[config.mk]
export PLATFORM = sky130hd
export DESIGN_NAME = rtam_access_mux
export DESIGN_NICKNAME = d
export VERILOG_FILES = /design/src/verilog/rtam_pkg.sv /design/src/verilog/rtam_access_mux.sv /design/src/verilog/rtam_ram_select.sv
export VERILOG_INCLUDE_DIRS = /design/src /design/src/verilog
export SDC_FILE = /design/constraint.sdc
export NUM_CORES = 1
export LEC_CHECK = 0
export ABC_AREA = 1
export BUFFER_PORTS_ARGS = -buffer_cell sky130_fd_sc_hd__buf_2
export CORE_MARGIN = 5
export CORE_UTILIZATION = 36
export CTS_CLUSTER_DIAMETER = 100
export DETAILED_ROUTE_END_ITERATION = 8
export MAX_ROUTING_LAYER = met4
export PLACE_DENSITY = 0.83
export SYNTH_ARGS = -nofsm -noshare
export SYNTH_HDL_FRONTEND = slang
export SYNTH_SLANG_ARGS = --single-unit
[constraint.sdc]
create_clock -name sys_clk -period 3 [get_ports sys_clk]
set_clock_uncertainty 0.2 [all_clocks]
set_input_delay 0.45 -clock sys_clk [delete_from_list [all_inputs] [get_ports sys_clk]]
set_output_delay 0.45 -clock sys_clk [all_outputs]
set_load 0.005 [all_outputs]
[src/verilog/rtam_defs.svh]
`ifndef RTAM_DEFS_SVH
`define RTAM_DEFS_SVH

// geometry of the example memory: two words of two bits
`define RTAM_ADDR_W     1
`define RTAM_DATA_W     2
`define RTAM_NUM_RAMS   2

// reset values of the counter test fixture
`define RTAM_CNT_RESET  4'h0
`define RTAM_CNT_W      4

// select encodings for the direct pins when rams share them
`define RTAM_SEL_W      1

`endif

[src/verilog/rtam_pkg.sv]
package rtam_pkg;

    `include "rtam_defs.svh"

    // one ram port as the multiplexer sees it
    typedef struct packed {
        logic                     chipSelect;
        logic                     readWrite;
        logic [`RTAM_ADDR_W-1:0]  address;
        logic [`RTAM_DATA_W-1:0]  dataIn;
    } rtam_ram_req_t;

    // test access mode of the block
    typedef enum logic [1:0] {
        RTAM_MODE_NORMAL  = 2'b00,
        RTAM_MODE_ACCESS  = 2'b01,
        RTAM_MODE_QUIET   = 2'b10
    } rtam_mode_t;

endpackage : rtam_pkg

[src/verilog/rtam_access_mux.sv]
`timescale 1ns/1ps
`include "rtam_defs.svh"

// Notes on behaviour
// - select low: ram ports stay wired to user logic
// - select high: direct pins drive ram select, read/write, address, data
// - select high: ram outputs also appear on direct output pins
// - every ram terminal reachable from primary pins
// - test path shares functional pins through a mux
// - each ram own pins, or shared pins with a ram select
// - in test mode all ram selects can be forced low together
// - shared two-way pins fixed in direction during test mode
// - no pull-up pin carries ram data out or ram select
// - storage has a reset so short patterns initialise it
// - test inputs clock counter stages; test outputs expose internals
// - deselected ram is in standby, drawing no bit current
module rtam_access_mux
    import rtam_pkg::*;
#(
    parameter int NUM_RAMS   = `RTAM_NUM_RAMS,
    parameter int SHARE_PINS = 0
)
(
    input  wire logic                          sys_clk,
    input  wire logic                          rst_n,
    // test select pins
    input  wire logic                          pattern_mode_select_pin,
    input  wire logic                          quietSelectPin,
    input  wire logic [`RTAM_SEL_W-1:0]        ramPick,
    // user side
    input  wire rtam_ram_req_t [NUM_RAMS-1:0]  userReq,
    output logic [NUM_RAMS-1:0][`RTAM_DATA_W-1:0] userRamOut,
    // direct pins, one group per ram (group 0 used when shared)
    input  wire logic [NUM_RAMS-1:0]           direct_chip_select_in,
    input  wire logic [NUM_RAMS-1:0]           direct_read_write_in,
    input  wire logic [NUM_RAMS-1:0]           direct_data_in_0,
    input  wire logic [NUM_RAMS-1:0]           direct_data_in_1,
    input  wire logic [NUM_RAMS-1:0]           direct_address_in_0,
    // functional pins shared with the ram outputs as two-way pins
    input  wire logic [NUM_RAMS-1:0]           funcPinIn0,
    input  wire logic [NUM_RAMS-1:0]           funcPinIn1,
    input  wire logic [NUM_RAMS-1:0]           userPinOut0,
    input  wire logic [NUM_RAMS-1:0]           userPinOut1,
    input  wire logic [NUM_RAMS-1:0]           userPinOe,
    output logic [NUM_RAMS-1:0]                direct_ram_out_0,
    output logic [NUM_RAMS-1:0]                direct_ram_out_1,
    output logic [NUM_RAMS-1:0]                directPinOe,
    output logic [NUM_RAMS-1:0]                userPinIn0,
    output logic [NUM_RAMS-1:0]                userPinIn1,
    // ram macro side
    output rtam_ram_req_t [NUM_RAMS-1:0]       ramReq,
    input  wire logic [NUM_RAMS-1:0][`RTAM_DATA_W-1:0] ramOut,
    // counter stage test fixture
    input  wire logic                          stageClockInject,
    input  wire logic                          userCountStep,
    output logic [`RTAM_CNT_W-1:0]             stageCount,
    output logic                               stageCarryMon
);

    // the injection pin passes three flops before the counter sees it; userCountStep goes straight in
    logic [2:0] injectSync;
    logic       lowStep;
    logic [1:0] highStep;
    logic [`RTAM_CNT_W/2-1:0] lowNibble;
    logic [`RTAM_CNT_W/2-1:0] highNibble;
    // full reset word, split between the two counter halves
    localparam logic [`RTAM_CNT_W-1:0] CNT_RESET = `RTAM_CNT_RESET;

    wire logic testMode;
    wire logic quietAll;
    wire logic injectEdge;
    wire logic lowCarry;

    // mux paths ignore reset, so the tester reaches the rams before initialisation
    // a pull-up pin must never feed these; board must strap them low
    assign testMode = pattern_mode_select_pin;
    assign quietAll = testMode & quietSelectPin;

    // per ram steering; sharing picks one ram from common pins
    genvar r;
    generate
        for (r = 0; r < NUM_RAMS; r++)
        begin : g_ram
            localparam int PIN = (SHARE_PINS != 0) ? 0 : r;
            wire rtam_ram_req_t directReq;
            wire logic          ramSel;

            assign ramSel = (SHARE_PINS != 0) ? (ramPick == `RTAM_SEL_W'(r)) : 1'b1;
            // shared pins only enable the picked ram, the rest stay deselected
            assign directReq = '{chipSelect: direct_chip_select_in[PIN] & ramSel,
                                 readWrite:  direct_read_write_in[PIN],
                                 address:    direct_address_in_0[PIN],
                                 dataIn:     {direct_data_in_1[PIN], direct_data_in_0[PIN]}};

            rtam_ram_select u_sel (
                .accessSelect (testMode),
                .quietAll     (quietAll),
                .userReq      (userReq[r]),
                .directReq    (directReq),
                .ramReq       (ramReq[r])
            );

            // ram data always reaches user logic, and the pins in test mode
            assign userRamOut[r]       = ramOut[r];
            assign direct_ram_out_0[r] = testMode ? ramOut[r][0] : userPinOut0[r];
            assign direct_ram_out_1[r] = testMode ? ramOut[r][1] : userPinOut1[r];
            // whole test mode fixes these pins as outputs
            assign directPinOe[r] = testMode | userPinOe[r];
            assign userPinIn0[r]  = funcPinIn0[r];
            assign userPinIn1[r]  = funcPinIn1[r];

            AST_TEST_ROUTES: assert property (@(posedge sys_clk) disable iff (!rst_n)
                testMode && !quietAll |-> ramReq[r] == directReq)
                else $error("test mode ram request not from direct pins");
            AST_NORMAL_ROUTES: assert property (@(posedge sys_clk) disable iff (!rst_n)
                !testMode |-> ramReq[r] == userReq[r])
                else $error("normal mode ram request not from user logic");
            AST_OUT_VISIBLE: assert property (@(posedge sys_clk) disable iff (!rst_n)
                testMode |-> directPinOe[r] && direct_ram_out_0[r] == ramOut[r][0]
                    && direct_ram_out_1[r] == ramOut[r][1])
                else $error("ram output not on direct pins in test mode");
            AST_QUIET_CS: assert property (@(posedge sys_clk) disable iff (!rst_n)
                quietAll |-> !ramReq[r].chipSelect)
                else $error("ram selected during quiet measurement");
            AST_DIR_FIXED: assert property (@(posedge sys_clk) disable iff (!rst_n)
                testMode && $past(testMode) |-> $stable(directPinOe[r]))
                else $error("shared pin direction changed in test mode");
            // only compare while test mode stood on both edges, else the user address shows
            AST_NO_LATENCY: assert property (@(posedge sys_clk) disable iff (!rst_n)
                testMode && $past(testMode) && $changed(direct_address_in_0[PIN])
                    |-> ramReq[r].address != $past(ramReq[r].address))
                else $error("ram address lags the direct pin");

            // normal mode: ram data and shared pins belong to the user logic; test mode: unpicked rams stay deselected
            AST_USER_DATA: assert property (@(posedge sys_clk) disable iff (!rst_n)
                userRamOut[r] == ramOut[r])
                else $error("ram data not passed to user logic");
            AST_PIN_SHARE: assert property (@(posedge sys_clk) disable iff (!rst_n)
                !testMode |-> direct_ram_out_0[r] == userPinOut0[r]
                    && direct_ram_out_1[r] == userPinOut1[r] && directPinOe[r] == userPinOe[r])
                else $error("shared pin not driven by user logic in normal mode");
            AST_PIN_IN: assert property (@(posedge sys_clk) disable iff (!rst_n)
                !testMode |-> userPinIn0[r] == funcPinIn0[r] && userPinIn1[r] == funcPinIn1[r])
                else $error("shared pin input not passed to user logic");
            AST_SHARE_PICK: assert property (@(posedge sys_clk) disable iff (!rst_n)
                testMode && !ramSel |-> !ramReq[r].chipSelect)
                else $error("unpicked ram selected on shared pins");
        end
    endgenerate

    // injection pin synchroniser; only stages 1 and 2 are compared
    always_ff @(posedge sys_clk)
    begin
        if (!rst_n)
            injectSync <= 3'h0;
        else
            injectSync <= {injectSync[1:0], stageClockInject};
    end

    // rise of the agreed level, so one long pin pulse steps only once
    assign injectEdge = injectSync[2] & injectSync[1] & ~lowStep;

    // stage boundary: upper half can be stepped directly, shortening patterns
    always_ff @(posedge sys_clk)
    begin
        if (!rst_n)
            lowStep <= 1'b0;
        else
            lowStep <= injectSync[2] & injectSync[1];
    end

    // low half wraps into the upper half
    assign lowCarry = userCountStep & (&lowNibble);

    always_ff @(posedge sys_clk)
    begin
        if (!rst_n)
        begin
            lowNibble  <= CNT_RESET[`RTAM_CNT_W/2-1:0];
            highNibble <= CNT_RESET[`RTAM_CNT_W-1:`RTAM_CNT_W/2];
            highStep   <= 2'h0;
        end
        else
        begin
            lowNibble  <= lowNibble + (userCountStep ? 2'h1 : 2'h0);
            // limitation: a carry and an injection in one cycle count once
            highNibble <= highNibble + ((lowCarry | (testMode & injectEdge)) ? 2'h1 : 2'h0);
            highStep   <= {highStep[0], lowCarry};
        end
    end

    // internal carry exposed so testers need not count through it
    assign stageCount    = {highNibble, lowNibble};
    assign stageCarryMon = highStep[1];

    AST_RESET_INIT: assert property (@(posedge sys_clk)
        !rst_n |=> stageCount == `RTAM_CNT_RESET)
        else $error("counter not initialised by reset");
    AST_INJECT_STEP: assert property (@(posedge sys_clk) disable iff (!rst_n)
        testMode && injectEdge && !lowCarry |=> highNibble == $past(highNibble) + 2'h1)
        else $error("injected clock did not step upper stage");
    // one step per pin rise, none from the pin outside test mode, carry seen two edges late
    AST_INJECT_ONCE: assert property (@(posedge sys_clk) disable iff (!rst_n)
        injectEdge |=> !injectEdge)
        else $error("one pin rise stepped the upper stage twice");
    AST_HOLD_NORMAL: assert property (@(posedge sys_clk) disable iff (!rst_n)
        !testMode && !lowCarry |=> highNibble == $past(highNibble))
        else $error("upper stage moved without carry in normal mode");
    AST_CARRY_MON: assert property (@(posedge sys_clk) disable iff (!rst_n)
        stageCarryMon == ($past(rst_n) && $past(rst_n, 2) && $past(lowCarry, 2)))
        else $error("carry monitor does not follow the low half carry");

    // quiet measurement exists only inside ram test mode
    AST_QUIET_IN_TEST: assert property (@(posedge sys_clk) disable iff (!rst_n)
        quietAll |-> testMode)
        else $error("quiet measurement outside ram test mode");

endmodule : rtam_access_mux

[src/verilog/rtam_ram_select.sv]
`timescale 1ns/1ps

// combinational steering of one ram port between user logic and the direct pins
module rtam_ram_select
    import rtam_pkg::*;
(
    input  wire logic          accessSelect,
    input  wire logic          quietAll,
    input  wire rtam_ram_req_t userReq,
    input  wire rtam_ram_req_t directReq,
    output rtam_ram_req_t      ramReq
);

    wire rtam_ram_req_t chosenReq;

    // plain mux, no storage on the ram path
    assign chosenReq = accessSelect ? directReq : userReq;

    // quiet forces the select low so the ram sits in standby
    assign ramReq = '{chipSelect: chosenReq.chipSelect & ~quietAll,
                      readWrite:  chosenReq.readWrite,
                      address:    chosenReq.address,
                      dataIn:     chosenReq.dataIn};

endmodule : rtam_ram_select
-- Word level (Yosys, flattened, before mapping)
Index checks and enable logic that the tools add are counted.
- add/subtract/negate cells: 2
- mux-type cells: 8
- bitwise operators: 12
- reductions and logical operators: 1
- operator list (operator ; count):
    2-to-1 mux 5 bit ; 2
    AND 1 bit ; 7
    2-to-1 mux 1 bit ; 6
    adder 2 x 1 -> 2 bit ; 2
    bitwise OR 1 bit ; 3
    inverter 1 bit ; 2
    AND reduction 2 bit ; 1
- bits in registers: 10
- input port bits: 41
- output and inout bits: 29

-- Longest topological paths before layout
- word-level depth: 6
- mapped depth: 9
- depth with buffers taken out: 8

-- By module
From an unflattened synthesis, not the netlist that was laid out.
- cells, all modules: 105
- area, all modules: 644.4 um^2
- modules (own cells, without submodules) (module ; instances ; cells an instance ; area each (um^2) ; sequential area each (um^2)):
    rtam_access_mux ; 1 ; 67 ; 471.7 ; 200.2
    rtam_ram_select ; 2 ; 19 ; 86.3 ; 0.0

-- Worst setup path before layout
Ideal clock, no wire load.
- kind: input -> output
- start point: input port pattern_mode_select_pin
- end point: output port direct_ram_out_0[0]
- arrival time: 0.847 ns
- data required time: 2.350 ns
- setup slack: 1.503 ns
- stages on the path: 5
- path buffers: 2
- cell sequence: buf_6 inv_6 buf_12 nand2_2 nand2_1
- word-level cells in the longest chain between the ends: 1
- ends and longest elaborated chain (what ; RTL line ; text):
    start, declared ; rtam_access_mux.sv:27 ; input wire logic pattern_mode_select_pin,
    2-to-1 mux 1 bit ; rtam_access_mux.sv:105 ; assign direct_ram_out_0[r] = testMode ? ramOut[r][0] : userPinOut0[r];
    end, declared ; rtam_access_mux.sv:45 ; output logic [NUM_RAMS-1:0] direct_ram_out_0,
Every way passes these cells.

==> insert_results.sql <==
INSERT INTO impl_metrics (metric_group, metric, value, unit) VALUES
('timing', 'grt_setup_unrepaired', 'no', ''),
('global_routing', 'grt_pass1_wl', '2.86', 'mm'),
('route', 'totalWireLength', '1.71', 'mm'),
('finish', 'mostFrequentLayoutCell', 'sky130_fd_sc_hd__buf_2', ''),
('critical_path', 'cell_depth_of_the_worst_flop_to_flop_path', '7', ''),
('min_path', 'worst_hold_path.num_cells', '3', ''),
('synthesis', 'netlist_top_cells_area', 'sky130_fd_sc_hd__dfxtp_1 (31%), sky130_fd_sc_hd__nand2_1 (25%), sky130_fd_sc_hd__buf_4 (10%)', ''),
('finish', 'synthesis_to_finish_area_growth', '40.7', '%'),
('synthesis', 'synthesized_flop_and_latch_total', '10', ''),
('route', 'ant_nets', '0', ''),
('critical_path', 'cp.required', '2.35', 'ns'),
('floorplan', 'std_cell_rows', '15', ''),
('floorplan', 'floorplan.die.width', '52.5', 'microns'),
('synthesis', 'area_fraction_in_compound_gates_after_synthesis', '0', '%'),
('critical_path', 'critical_path.reg2reg.startpoint', 'injectSync[1]', ''),
('synthesis', 'synth_largest_area_cell', 'sky130_fd_sc_hd__dfxtp_1', ''),
('cts', 'cts_tree', 'done', ''),
('critical_path', 'startpoint_type', 'primary input', ''),
('synthesis', 'synth_area', '649', 'sq um'),
('timing', 'timing_worst_slew_pin_value', '0.323', 'ns'),
('critical_path', 'cp_slowest_stage_delay', '0.29', 'ns'),
('synthesis', 'syn-num-nets', '142', ''),
('cts', 'clkSinkCount', '10', ''),
('synthesis', 'synth_mux_area_share', '0', '%'),
('critical_path', 'critical_path_arrival', '1.13', 'ns'),
('cts', 'postCtsResizedCells', '0', ''),
('placement', 'place.gp.congestion', '0.720', ''),
('critical_path', 'reg2reg_to', 'highNibble[0]', ''),
('route', 'drc', '0', ''),
('outcome', 'status', 'complete, no violations', ''),
('timing', 'finalSetupViolCount', '0', ''),
('power_and_ir_drop', 'power.density', '371', 'mW/mm^2'),
('synthesis', 'yosysTopAreaCellShare', '30.8', '%'),
('finish', 'drive_above_1_share', '49.7', '%'),
('timing', 'timing.max_slew.rel_slack', '78.5', '%'),
('global_routing', 'grt_start_max_net_pins', '18', ''),
('finish', 'most_frequent_cells_in_the_layout', 'sky130_fd_sc_hd__buf_2 (60), sky130_fd_sc_hd__nand2_1 (43), sky130_fd_sc_hd__nand2_2 (10), sky130_fd_sc_hd__dfxtp_1 (10), sky130_fd_sc_hd__inv_1 (9)', ''),
('finish', 'layoutNonFillerInstCount', '176', ''),
('critical_path', 'sort_of_element_at_the_end_of_the_critical_path', 'output port', ''),
('synthesis', 'synth-simple-area-share', '42.8', '%'),
('cts', 'cts_hold_bufs', '0', ''),
('global_routing', 'first_global_vias', '712', ''),
('synthesis', 'synth_area_per_cell', '6.56', 'sq um'),
('synthesis', 'seq_area_frac_synth', '30.8', '%'),
('power_and_ir_drop', 'worst_ir_drop_vdd', '0.283', 'mV'),
('min_path', 'hold_path_startpoint', 'stageClockInject', ''),
('floorplan', 'core_area', '0.00173', 'sq mm'),
('cts', 'root_buffer', 'sky130_fd_sc_hd__clkbuf_4', ''),
('critical_path', 'cp_slowest_cell', 'sky130_fd_sc_hd__buf_2', ''),
('synthesis', 'post_synthesis_share_of_cell_area_spent_on_xor_and_xnor_gates', '0', '%'),
('cts', 'clock_tree.buffer_depth', '2', ''),
('placement', 'io_buffers', '60', ''),
('finish', 'antennaDiodeCount', '0', ''),
('floorplan', 'floorplan.die_area', '0.00275', 'sq mm'),
('placement', 'place_inst', '172', ''),
('floorplan', 'pin_count', '70', ''),
('route', 'first_pass_iters', '4', ''),
('timing', 'fin_crit', '1.78', 'ns'),
('finish', 'final_nets', '195', ''),
('critical_path', 'crit_path_cell_trace', 'buf_2 -> inv_6 -> nand2_1 -> nand2_1 -> buf_2', ''),
('finish', 'final_util', '52.9', '%'),
('cts', 'cts_htree_levels', '1', ''),
('global_routing', 'initial_antenna_violation_count', '0', ''),
('global_routing', 'grt.overflow.total', '0', ''),
('route', 'viasPerCell', '4.17', ''),
('cts', 'cts.clk_slew.worst_paths', '0.06', 'ns'),
('cts', 'cts-buffers-inserted', '3', ''),
('critical_path', 'r2r_setup_slack', '1.81', 'ns'),
('cts', 'worst_skew_pair_latency', '0.26', 'ns'),
('power_and_ir_drop', 'cellLeakagePower', '0.613', 'nW'),
('min_path', 'worst_hold_path.endpoint', 'injectSync[0]', '');
[sequential cells by signal, indices dropped and copies added, names as in the netlist]
register / cells
injectSync: 3
highNibble: 2
highStep: 2
lowNibble: 2
lowStep: 1
[worst max-delay path, delay by kind of cell]
family	cells	cell delay, ns
AND/OR/NAND/NOR	2	0.13
buffers and inverters	3	0.54
[how the worst max path moves through the flow]
| stage | depth (start not counted) | start | slack (ns) | to |
|---|---|---|---|---|
| final | 5 | pattern_mode_select_pin | 1.22 | ramReq[4] |
| after global routing | 5 | pattern_mode_select_pin | 1.14 | ramReq[6] |
| after CTS | 5 | pattern_mode_select_pin | 1.22 | ramReq[4] |
| after detailed placement | 5 | pattern_mode_select_pin | 1.22 | ramReq[4] |
| after global placement | 5 | pattern_mode_select_pin | 1.25 | ramReq[9] |
| after floorplan | 5 | pattern_mode_select_pin | 1.50 | direct_ram_out_0[0] |
[per-layer routing]
layer	track usage, %	part of all wire (%)	wire [microns]	vias up
met5	-	0	0	-
met4	7.23	0.29	5	0
met3	2.56	7.9	134	2
met2	25.4	56	963	30
met1	13.9	35	602	319
li1	-	-	-	383
[cell families (layout without fill, tap and decap cells)]
group | after synthesis | after routing
and+or+nand+nor | 65 | 65
buffers and inverters | 22 | 74
DFF | 10 | 10
adders and majority gates | 2 | 2
[power breakdown]
group | total, W | switching (W) | internal, W
Sequential | 0.000140 | 0.00000252 | 0.000137
Combinational | 0.0000817 | 0.0000397 | 0.0000420
Clock | 0.000117 | 0.0000438 | 0.0000736
Total | 0.000339 | 0.0000860 | 0.000253
[synthesized netlist by cell type]
library cell              number
sky130_fd_sc_hd__nand2_1      43
sky130_fd_sc_hd__dfxtp_1      10
sky130_fd_sc_hd__nand2_2      10
sky130_fd_sc_hd__buf_4         9
sky130_fd_sc_hd__inv_1         9
sky130_fd_sc_hd__nor2_1        7
sky130_fd_sc_hd__nand3_1       3
sky130_fd_sc_hd__ha_1          2
sky130_fd_sc_hd__or2_1         2
sky130_fd_sc_hd__buf_12        1
sky130_fd_sc_hd__buf_2         1
sky130_fd_sc_hd__buf_6         1
sky130_fd_sc_hd__inv_6         1
[through the flow]
stage               hold WS (ns)  setup WS, ns  area (sq um)  total power (W)
floorplan                  0.190          1.50           649         0.000191
global placement           0.193          1.25           877         0.000222
detailed placement         0.205          1.22           877         0.000226
CTS                        0.161          1.22           913         0.000346
global route               0.182          1.14           913         0.000365
finish                     0.169          1.22           913         0.000339
[area by class of cell]
class	count	area, sq um
fillers	188	813
multi-input cells	67	303
repair buffers	60	300
flip-flops and latches	10	200
inverters	10	42.5
clock buffers	4	36.3
well taps	25	31.3
No activity file was read; power rests on OpenSTA's default activity.
